==> src/rtl/spd_defs.vh <==
// register map, field positions and reset values of the post-divider bank
`ifndef SPD_DEFS_VH
`define SPD_DEFS_VH

`define SPD_ADDR_A0       8'h8c
`define SPD_ADDR_A1       8'h8d
`define SPD_ADDR_A2       8'h8e
`define SPD_ADDR_B0       8'h8f
`define SPD_ADDR_B1       8'h90
`define SPD_ADDR_B2       8'h91
`define SPD_ADDR_C0       8'h92
`define SPD_ADDR_C1       8'h93
`define SPD_ADDR_C2       8'h94

`define SPD_RST_A         24'h000002
`define SPD_RST_B         24'h000002
`define SPD_RST_C         24'h000032

`define SPD_AB_MASK       24'h7fffff
`define SPD_AB_TOP_MASK   8'h7f
`define SPD_SHAPE_MSB     23
`define SPD_SHAPE_LSB     20
`define SPD_SHAPE_FRAME   4'hf
`define SPD_TYPE_BIT      19
`define SPD_POLAR_BIT     18
`define SPD_SEL_MSB       17
`define SPD_SEL_LSB       16
`define SPD_PERIOD_MSB    15
`define SPD_PERIOD_LSB    0

`define SPD_SEL_A         2'h0
`define SPD_SEL_B         2'h1
`define SPD_SEL_D         2'h3

`define SPD_MIN_RATIO     24'h000002

`endif

==> src/rtl/spd_post_div_bank.v <==
// post-divider bank of the second synthesizer: dividers a, b, c and the frame-pulse generator of c
`timescale 1ns/100ps
`include "spd_defs.vh"

module spd_post_div_bank (
	input  wire        clk,
	input  wire        rstn,
	input  wire [7:0]  reg_addr,
	input  wire        reg_wr,
	input  wire [7:0]  reg_wdata,
	output reg  [7:0]  reg_rdata,
	input  wire        related_clk_d,
	output wire        clk_out_a,
	output wire        clk_out_b,
	output reg         clk_out_c
);

	reg  [23:0] second_synth_divider_a;
	reg  [23:0] second_synth_divider_b;
	reg  [23:0] second_synth_divider_c_frame;

	wire [2:0]  div_q;
	wire [23:0] ratio   [0:2];

	reg  [15:0] frame_cnt;
	reg         frame_pulse;
	reg         rel_q;
	reg         rel_now;
	reg  [15:0] next_frame_cnt;
	reg         next_frame_pulse;
	reg         next_clk_out_c;

	wire        frame_mode;
	wire [15:0] frame_period;
	wire [15:0] frame_last;
	wire        frame_at_last;
	wire        rel_rise;
	wire        rel_fall;
	wire        frame_type_edge;
	wire        frame_inverted;
	wire [1:0]  frame_sel;

	localparam [1:0] lane_low  = 2'h0;
	localparam [1:0] lane_mid  = 2'h1;
	localparam [1:0] lane_high = 2'h2;

	// ratios below two cannot be made from this clock; they run as two
	function [23:0] clamp_ratio;
		input [23:0] value;
		begin
			if (value < `SPD_MIN_RATIO) begin
				clamp_ratio = `SPD_MIN_RATIO;
			end else begin
				clamp_ratio = value;
			end
		end
	endfunction

	function [7:0] pick_byte;
		input [23:0] value;
		input [1:0]  lane;
		begin
			case (lane)
				lane_low:  pick_byte = value[7:0];
				lane_mid:  pick_byte = value[15:8];
				lane_high: pick_byte = value[23:16];
				default: pick_byte = 8'h00;
			endcase
		end
	endfunction

	// register writes, low byte at the low address
	// bytes land one edge apart, so a three-byte update briefly runs a mixed ratio
	always @(posedge clk or negedge rstn) begin
		if (!rstn) begin
			second_synth_divider_a       <= `SPD_RST_A;
			second_synth_divider_b       <= `SPD_RST_B;
			second_synth_divider_c_frame <= `SPD_RST_C;
		end else if (reg_wr) begin
			case (reg_addr)
				`SPD_ADDR_A0: second_synth_divider_a[7:0]        <= reg_wdata;
				`SPD_ADDR_A1: second_synth_divider_a[15:8]       <= reg_wdata;
				// reserved top bit is not stored, so it always reads zero
				`SPD_ADDR_A2: second_synth_divider_a[23:16]      <= reg_wdata & `SPD_AB_TOP_MASK;
				`SPD_ADDR_B0: second_synth_divider_b[7:0]        <= reg_wdata;
				`SPD_ADDR_B1: second_synth_divider_b[15:8]       <= reg_wdata;
				`SPD_ADDR_B2: second_synth_divider_b[23:16]      <= reg_wdata & `SPD_AB_TOP_MASK;
				`SPD_ADDR_C0: second_synth_divider_c_frame[7:0]  <= reg_wdata;
				`SPD_ADDR_C1: second_synth_divider_c_frame[15:8] <= reg_wdata;
				`SPD_ADDR_C2: second_synth_divider_c_frame[23:16] <= reg_wdata;
				default: ;
			endcase
		end
	end

	// read data registered, valid one cycle after the address
	always @(posedge clk or negedge rstn) begin
		if (!rstn) begin
			reg_rdata <= 8'h00;
		end else begin
			case (reg_addr)
				`SPD_ADDR_A0: reg_rdata <= pick_byte(second_synth_divider_a, lane_low);
				`SPD_ADDR_A1: reg_rdata <= pick_byte(second_synth_divider_a, lane_mid);
				`SPD_ADDR_A2: reg_rdata <= pick_byte(second_synth_divider_a, lane_high);
				`SPD_ADDR_B0: reg_rdata <= pick_byte(second_synth_divider_b, lane_low);
				`SPD_ADDR_B1: reg_rdata <= pick_byte(second_synth_divider_b, lane_mid);
				`SPD_ADDR_B2: reg_rdata <= pick_byte(second_synth_divider_b, lane_high);
				`SPD_ADDR_C0: reg_rdata <= pick_byte(second_synth_divider_c_frame, lane_low);
				`SPD_ADDR_C1: reg_rdata <= pick_byte(second_synth_divider_c_frame, lane_mid);
				`SPD_ADDR_C2: reg_rdata <= pick_byte(second_synth_divider_c_frame, lane_high);
				default: reg_rdata <= 8'h00;
			endcase
		end
	end

	assign ratio[0] = clamp_ratio(second_synth_divider_a & `SPD_AB_MASK);
	assign ratio[1] = clamp_ratio(second_synth_divider_b & `SPD_AB_MASK);
	// ratio of c includes the shape bits; above 0xefffff is left to software
	assign ratio[2] = clamp_ratio(second_synth_divider_c_frame);

	genvar gi;
	generate
		for (gi = 0; gi < 3; gi = gi + 1) begin : g_div
			reg  [23:0] cnt;
			reg         q;
			wire [23:0] next_cnt;
			wire        next_q;
			// >= also catches a ratio lowered below the running count
			assign next_cnt = (cnt >= ratio[gi] - 24'h000001) ? 24'h000000 : cnt + 24'h000001;
			// high for floor(n/2): exact 50% even, one clock short odd
			assign next_q   = (next_cnt < (ratio[gi] >> 1));
			// c keeps counting in frame mode; its output is simply not used there
			always @(posedge clk or negedge rstn) begin
				if (!rstn) begin
					cnt <= 24'h000000;
					q   <= 1'b0;
				end else begin
					cnt <= next_cnt;
					q   <= next_q;
				end
			end
			assign div_q[gi] = q;
		end
	endgenerate

	// c leaves through one more flop than a and b, so it lags them by a clock
	assign clk_out_a = div_q[0];
	assign clk_out_b = div_q[1];

	assign frame_mode   = (second_synth_divider_c_frame[`SPD_SHAPE_MSB:`SPD_SHAPE_LSB] == `SPD_SHAPE_FRAME);
	assign frame_period = second_synth_divider_c_frame[`SPD_PERIOD_MSB:`SPD_PERIOD_LSB];
	// a period of zero behaves as a period of one
	assign frame_last   = (frame_period == 16'h0000) ? 16'h0000 : frame_period - 16'h0001;
	assign frame_at_last = (frame_cnt >= frame_last);
	assign frame_sel       = second_synth_divider_c_frame[`SPD_SEL_MSB:`SPD_SEL_LSB];
	assign frame_type_edge = second_synth_divider_c_frame[`SPD_TYPE_BIT];
	assign frame_inverted  = second_synth_divider_c_frame[`SPD_POLAR_BIT];

	// related clock selection; the reserved code gives no edges, so no pulses
	// divider d runs on this same clock, so its level needs no synchroniser
	always @* begin
		case (frame_sel)
			`SPD_SEL_A: rel_now = div_q[0];
			`SPD_SEL_B: rel_now = div_q[1];
			`SPD_SEL_D: rel_now = related_clk_d;
			default:    rel_now = 1'b0;
		endcase
	end

	assign rel_rise = rel_now & ~rel_q;
	assign rel_fall = ~rel_now & rel_q;

	// frame counter and pulse shaping, ahead of the flops
	always @* begin
		next_frame_cnt   = frame_cnt;
		next_frame_pulse = frame_pulse;
		if (rel_rise) begin
			// frame boundary is the rising edge that wraps the count
			next_frame_cnt = frame_at_last ? 16'h0000 : frame_cnt + 16'h0001;
			if (frame_type_edge) begin
				next_frame_pulse = frame_at_last;
			end
		end else if (rel_fall && !frame_type_edge) begin
			// half a period either side of the boundary
			next_frame_pulse = frame_at_last;
		end
		if (frame_mode) begin
			next_clk_out_c = frame_pulse ^ frame_inverted;
		end else begin
			next_clk_out_c = div_q[2];
		end
	end

	always @(posedge clk or negedge rstn) begin
		if (!rstn) begin
			rel_q       <= 1'b0;
			frame_cnt   <= 16'h0000;
			frame_pulse <= 1'b0;
			clk_out_c   <= 1'b0;
		end else begin
			rel_q       <= rel_now;
			frame_cnt   <= next_frame_cnt;
			frame_pulse <= next_frame_pulse;
			clk_out_c   <= next_clk_out_c;
		end
	end

endmodule

==> config.mk <==
export PLATFORM = sky130hd
export DESIGN_NAME = spd_post_div_bank
export DESIGN_NICKNAME = d
export VERILOG_FILES = /design/src/rtl/spd_post_div_bank.v
export VERILOG_INCLUDE_DIRS = /design/src /design/src/rtl
export SDC_FILE = /design/constraint.sdc
export NUM_CORES = 1
export LEC_CHECK = 0
export BUFFER_PORTS_ARGS = -buffer_cell sky130_fd_sc_hd__clkbuf_2
export CAP_MARGIN = 20
export CORE_ASPECT_RATIO = 0.9
export CORE_MARGIN = 8
export CORE_UTILIZATION = 64
export DETAILED_ROUTE_END_ITERATION = 7
export PLACE_DENSITY_LB_ADDON = 0.2
export SETUP_SLACK_MARGIN = 0.3
export SLEW_MARGIN = 15
export SYNTH_ARGS = -nofsm -noshare
export SYNTH_HDL_FRONTEND = slang
export SYNTH_SLANG_ARGS = --single-unit
==> constraint.sdc <==
create_clock -name clk -period 6.3 [get_ports clk]
set_input_delay 0.63 -clock clk [delete_from_list [all_inputs] [get_ports clk]]
set_output_delay 0.63 -clock clk [all_outputs]
set_load 0.02 [all_outputs]
==> impl_metrics.csv, run 1 <==
group,metric,value,unit
worst_setup_path,critical_path_class,"flip-flop to flip-flop",
synth,synth.area.top_cells,"dfrtp_1 32%, ha_1 16%, xnor2_1 7.0%",
route,wl_per_cell,20.4,µm
timing,finalSetupTns,0,ps
worst_setup_path,crit-reg2reg-capture,"clk_out_b$_DFF_PN0_",
route,firstDrtPassIters,6,
worst_setup_path,cp_max_fo,19,
power,pwr_density_cell,378,nW/µm²
synth,async_flop_share,1.00,
route,wl_met1,15500,µm
route,routed_via_density,6.39,
synth,synthCells,1370,
worst_setup_path,path_buf_inv,1,
finish,final_area,14000,µm²
route,wl,34100,µm
cts,clk_latency,440,ps
synth,synth_top_flop_cell,"dfrtp_1",
global_route,grt_pass1_wl,54500,µm
place,place_ws,247,ps
worst_setup_path,crit_path_end_kind,"flip-flop",
floorplanning,dieArea,25000,µm²
floorplanning,die_y,151,µm
timing,slew-limit-headroom,0.309,
worst_setup_path,path_common_cell,"ha_1",
power,power,5.30,mW
min_path,min_path_type,"input pin to asynchronous set/reset pin",
cts,clockBufferDepth,2,
finish,layout_common_cells,"167 x dfrtp_1, 161 x ha_1, 140 x nor2_1",
timing,fin_ws,560,ps
worst_setup_path,crit_arrival,6060,ps
worst_setup_path,rrSetupSlack,560,ps
timing,worst_pin_slew,1040,ps
global_route,gr-total-overflow,0,
global_route,grt_pass1_vias,10200,
synth,synth.avg_cell_area,9.42,µm²
route,met3_length,2430,µm
floorplanning,fp-row-count,49,
synth,synth_top_cell_by_area,"dfrtp_1",
synth,syn-cell-area,12900,µm²
finish,fillCellCount,1532,
route,drt_iter0_markers,902,
floorplanning,initial_utilization,0.650,
timing,fin_crit_sh,0.911,
cts,cts_tree,"done",
power,leakage,6.60,nW
global_route,grt_max_degree,105,
route,dr.max_layer_used,"met4",
cts,clkSlewWorstSetupHoldPaths,70,ps
floorplanning,core_area,19900,µm²
cts,clock_sinks,172,
cts,htree_levels,4,
synth,seq_area_frac_synth,0.334,
finish,diodes,0,
floorplanning,pin_count,31,
timing,fmax,0.174,GHz
route,routed-wl-met2,15000,µm
worst_setup_path,crit_path_max_incr_delay,480,ps
synth,ys_warn_count,0,
synth,yosysUniqueCellTypes,74,
finish,final_layout_size_suffix_gt1_frac,0.136,
worst_setup_path,r2r_cells,21,
timing,final_max_slew_viol_count,0,
worst_setup_path,crit_chain,"nor4_4 > nand4_2 > or4_1 > o21ai_1 > ha_1 > nand2_2 > nor2_1 > xnor2_1 > ha_1 > and4_1 > a31o_2 > o41ai_2 > nand2_2 > buf_4 > nor2_1 > ha_1 > nand2_1 > nor4_2 > o21ai_0 > o211a_1 > o221a_2",
synth,ys_ff_latch,172,
power,ir_worst_vdd,0.000249,V
synth,yosysTopAreaCellShare,0.324,
cts,hold_buffers,0,
cts,cts_root_buffer,"clkbuf_16",
route,vias,10700,
finish,layout_commonest_cell,"dfrtp_1",
run,maxCapViolCount,0,
timing,finalSetupViolations,0,
timing,hold_ws,277,ps
global_route,grt_usage,0.271,
finish,syn2layout_area_growth,8.50,%
timing,finClkSkew,12.5,ps
timing,finalHoldViolCount,0,
synth,synth_edf_count,0,
place,gp_congestion,0.949,
route,drc,0,
worst_setup_path,cp-start-kind,"flip-flop",
place,placed_area,13300,µm²
worst_setup_path,r2r-start,"second_synth_divider_b[6]$_DFFE_PN0P_",
finish,fin_nets,1582,
place,dpl.hpwl,25700,µm
worst_setup_path,cp.required,6620,ps
timing,min_period,5740,ps
worst_setup_path,cp_slowest_cell,"or4_1",
floorplanning,die_w,166,µm
worst_setup_path,crit_family,"simple AND/OR/NAND/NOR gates",
cts,numCtsBuffers,17,
global_route,antenna_found_initial,0,
route,ant_nets,0,
timing,rsz0062_at_grt,"no",
status,status,"complete, no violations",
place,port_buffers,30,
==> power breakdown <==
group          internal, mW  total [mW]  switching [mW]
Combinational          1.15        2.62            1.47
Clock                 0.600        1.07           0.474
Sequential             1.30        1.60           0.302
Total                  3.05        5.30            2.24
==> registers in the layout (all words and copies together) (netlist names) <==
register / cells
g_div.cnt: 72
second_synth_divider_c_frame: 24
second_synth_divider_a: 23
second_synth_divider_b: 23
frame_cnt: 16
reg_rdata: 8
clk_out_a: 1
clk_out_b: 1
clk_out_c: 1
frame_pulse: 1
g_div.q: 1
rel_q: 1
==> synth_stat cells, types with 5 or more instances <==
library cell and number:
a211oi_1 14, a21o_1 27, a21oi_1 48, a222oi_1 5, a22o_1 5, a22oi_1 18, and2_1 8, and3_1 18
and4_1 13, clkbuf_1 22, dfrtp_1 167, dfstp_2 5, ha_1 161, inv_1 80, mux2_2 70, nand2_1 96
nand2b_1 12, nand3_1 55, nand4_1 47, nor2_1 141, nor2b_1 6, nor3_1 33, nor4_1 17, nor4_2 6
o21a_1 15, o21ai_0 44, o22ai_1 5, or4_1 5, xnor2_1 103, xor2_1 42
==> timing repair <==
action | 4_1_cts | 5_1_grt
gates resized for setup | 2 | 16
buffers inserted | 0 | 5
pin swaps | 0 | 2
endpoints found under the setup margin | 2 | 3
==> worst register-to-register path, delay by kind of cell (launching register included) <==
family / cells / cell delay, ps
and+or+nand+nor: 10 / 2420
AOI/OAI and AO/OA: 6 / 1600
adders and majority gates: 3 / 750
DFF: 1 / 460
buffers and inverters: 1 / 240
xor gates and xnor gates: 1 / 160
==> area by class of cell <==
class                           count  area [µm²]  area share
Sequential cell                   172        4310       0.308
Tap cell                          255         319      0.0228
Multi-Input combinational cell   1088        8250       0.589
Inverter                           80         300      0.0214
Timing Repair Buffer               42         244      0.0174
Clock buffer                       20         447      0.0319
Clock inverter                     12         136     0.00974
==> worst max-delay path by stage <==
stage,cells past startpoint,endpoint,startpoint,slack [ps]
after floorplan,23,clk_out_b$_DFF_PN0_,second_synth_divider_b[6]$_DFFE_PN0P_,1060
after global placement,19,g_div[2].q$_DFF_PN0_,second_synth_divider_c_frame[2]$_DFFE_PN0P_,310
after detailed placement,19,g_div[2].q$_DFF_PN0_,second_synth_divider_c_frame[2]$_DFFE_PN0P_,250
after CTS,22,clk_out_b$_DFF_PN0_,second_synth_divider_b[6]$_DFFE_PN0P_,360
after global routing,21,g_div[2].q$_DFF_PN0_,second_synth_divider_c_frame[19]$_DFFE_PN0P_,290
final,21,clk_out_b$_DFF_PN0_,second_synth_divider_b[6]$_DFFE_PN0P_,560
==> per-layer routing <==
| metal | vias to the layer above | global-route usage |
|---|---|---|
| met3 | 77 | 0.0501 |
| li1 | 5025 | - |
| met5 | - | 0 |
| met1 | 5193 | 0.371 |
| met2 | 367 | 0.422 |
| met4 | 0 | 0.101 |
==> kinds of logic after synthesis <==
logic type,Yosys count,share of synthesized area
buffers and inverters,111,0.0333
AO/OA/AOI/OAI,220,0.117
AND/OR/NAND/NOR,485,0.194
XOR/XNOR,145,0.0984
other,1,0.000291
adder cells (fa/ha/maj),161,0.156
multiplexers,75,0.0669
flip-flops,172,0.334
==> metrics by stage <==
step,utilization,instances
2_1_floorplan,-,1371
3_3_place_gp,0.670,1631
3_5_place_dp,0.670,1631
4_1_cts,0.699,1663
5_1_grt,0.705,1669
6_report,0.705,1669
(Power assumes the default switching activity.)
==> inputs of run 2 (changes only) <==
--- a/config.mk
+++ b/config.mk
@@ -6,12 +6,12 @@
 export SDC_FILE = /design/constraint.sdc
 export NUM_CORES = 1
 export LEC_CHECK = 0
-export BUFFER_PORTS_ARGS = -buffer_cell sky130_fd_sc_hd__clkbuf_2
 export CAP_MARGIN = 20
 export CORE_ASPECT_RATIO = 0.9
 export CORE_MARGIN = 8
-export CORE_UTILIZATION = 64
+export CORE_UTILIZATION = 65
 export DETAILED_ROUTE_END_ITERATION = 7
+export DONT_BUFFER_PORTS = 1
 export PLACE_DENSITY_LB_ADDON = 0.2
 export SETUP_SLACK_MARGIN = 0.3
 export SLEW_MARGIN = 15
==> impl_metrics.csv, run 2 (synthesized netlist as in run 1, its figures left out) <==
group,metric,value,unit
status,status,"complete, no violations",
place,dpl.cell_count,1607,
worst_setup_path,crit_chain,"or4_1 > nor2_2 > nand4_4 > nand2_1 > ha_2 > nand3_1 > nor4_2 > xnor2_1 > ha_1 > nand4_1 > nor2_1 > a221oi_1 > o21ai_0 > a21o_4 > nor2_1 > ha_1 > nand4_1 > nor4_1 > o21ai_0 > o31a_1 > o2111a_1",
worst_setup_path,cp_max_fo,25,
timing,final_max_slew_viol_count,0,
route,routed_via_density,6.41,
power,power,5.30,mW
floorplanning,die_w,165,µm
global_route,grt_usage,0.282,
route,drc,0,
place,placed_area,13200,µm²
floorplanning,die_y,150,µm
floorplanning,dieArea,24600,µm²
run,maxCapViolCount,0,
route,wl_per_cell,20.7,µm
route,ant_nets,0,
power,pwr_density_cell,381,nW/µm²
timing,finalSetupTns,0,ps
timing,finClkSkew,11.9,ps
route,vias,10500,
floorplanning,pin_count,31,
cts,htree_levels,4,
route,drt_iter0_markers,899,
finish,largest_register_ffs,72,
finish,reg_top3,"g_div.cnt x72, second_synth_divider_c_frame x24",
finish,largest_register,"g_div.cnt",
place,place_ws,12.1,ps
timing,slew-limit-headroom,0.235,
finish,diodes,0,
power,ir_worst_vdd,0.000427,V
place,gp_congestion,0.951,
place,port_buffers,0,
timing,fmax,0.172,GHz
cts,numCtsBuffers,17,
min_path,min_path_type,"input pin to asynchronous set/reset pin",
power,seqPwrFrac,0.305,
global_route,antenna_found_initial,0,
cts,clkSlewWorstSetupHoldPaths,70,ps
worst_setup_path,critical_path_class,"flip-flop to flip-flop",
cts,cts_tree,"done",
timing,hold_ws,35.1,ps
floorplanning,initial_utilization,0.654,
worst_setup_path,cp-start-kind,"flip-flop",
cts,clock_sinks,172,
global_route,grt_pass1_vias,9966,
power,sw_frac_of_total,0.422,
finish,layout_commonest_cell,"dfrtp_1",
worst_setup_path,path_buf_inv,0,
finish,syn2layout_area_growth,7.72,%
finish,final_area,13900,µm²
finish,layout_common_cells,"165 x dfrtp_1, 160 x ha_1, 141 x nor2_1",
timing,rsz0062_at_grt,"no",
finish,fin_nets,1555,
timing,worst_pin_slew,1140,ps
power,p_sw,2.24,mW
cts,clk_latency,440,ps
worst_setup_path,cp_slowest_cell,"or4_1",
finish,final_layout_size_suffix_gt1_frac,0.115,
floorplanning,core_area,19700,µm²
global_route,grt_max_degree,168,
power,comb_power_share,0.490,
global_route,gr-total-overflow,0,
timing,finalHoldViolCount,0,
floorplanning,fp-row-count,49,
power,pwr-share-clk,0.205,
power,leakage,6.49,nW
timing,finalSetupViolations,0,
route,wl,34000,µm
worst_setup_path,crit_path_max_incr_delay,700,ps
timing,min_period,5820,ps
cts,clockBufferDepth,2,
worst_setup_path,crit_arrival,6140,ps
finish,fin_cells,1642,
timing,fin_ws,481,ps
timing,fin_crit_sh,0.924,
place,dpl.hpwl,25400,µm
worst_setup_path,cp.required,6620,ps
cts,cts_root_buffer,"clkbuf_16",
power,p_int,3.06,mW
finish,fin_util,0.704,
global_route,grt_pass1_wl,54900,µm
worst_setup_path,crit_path_end_kind,"flip-flop",
worst_setup_path,crit_family,"simple AND/OR/NAND/NOR gates",
route,firstDrtPassIters,7,
## run 2: repair_timing
| item | in CTS | in global routing |
|---|---|---|
| hold endpoints to repair | 167 | 0 |
| setup buffers | 1 | 1 |
| cloned | 0 | 0 |
| resized for setup | 3 | 16 |
| hold buffers | 1 | 0 |
| pin swaps | 1 | 1 |
| setup endpoints to repair | 2 | 2 |
## run 2: power by group through the flow
stage               logic [mW]  registers (mW)  clock network, mW
floorplan                 1.97            1.52                  0
global placement          2.40            1.62                  0
detailed placement        2.47            1.63                  0
CTS                       2.54            1.61               1.09
global route              2.92            1.65               1.14
finish                    2.60            1.62               1.09
## run 2: per-layer routing
layer / up-vias / GRT usage / wire, µm
met5: - / 0 / 0
met3: 60 / 0.0553 / 2430
met2: 384 / 0.425 / 15000
li1: 4986 / - / -
met1: 5099 / 0.411 / 15900
met4: 0 / 0.0657 / 657
## run 2: worst paths after layout
kind / cells past startpoint / from / slack, ps / to
max in group asynchronous: 1 / rstn / 5430 / second_synth_divider_b[3]$_DFFE_PN0P_
min in group clk: 1 / reg_wdata[4] / 340 / second_synth_divider_a[20]$_DFFE_PN0P_
min reg2reg: 1 / g_div[0].cnt[0]$_DFF_PN0_ / 510 / g_div[0].cnt[0]$_DFF_PN0_
max: 21 / second_synth_divider_c_frame[10]$_DFFE_PN0P_ / 480 / g_div[2].q$_DFF_PN0_
max reg2reg: 21 / second_synth_divider_c_frame[10]$_DFFE_PN0P_ / 480 / g_div[2].q$_DFF_PN0_
min: 0 / rstn / 40 / second_synth_divider_c_frame[1]$_DFFE_PN1P_
## run 2: cell type report
class,instances,area (µm²)
Clock buffer,24,482
Clock inverter,8,110
Fill cell,1493,5840
Inverter,80,300
Multi-Input combinational cell,1088,8250
Sequential cell,172,4310
Tap cell,255,319
Timing Repair Buffer,15,133
## run 2: worst register-to-register path: stages (launching register included)
cell and delay [ps]:
dfrtp_1 480, or4_1 700, nor2_2 270, nand4_4 180, nand2_1 150, ha_2 280
nand3_1 230, nor4_2 270, xnor2_1 180, ha_1 280, nand4_1 140, nor2_1 80
a221oi_1 370, o21ai_0 220, a21o_4 320, nor2_1 220, ha_1 210, nand4_1 150
nor4_1 310, o21ai_0 150, o31a_1 300, o2111a_1 220
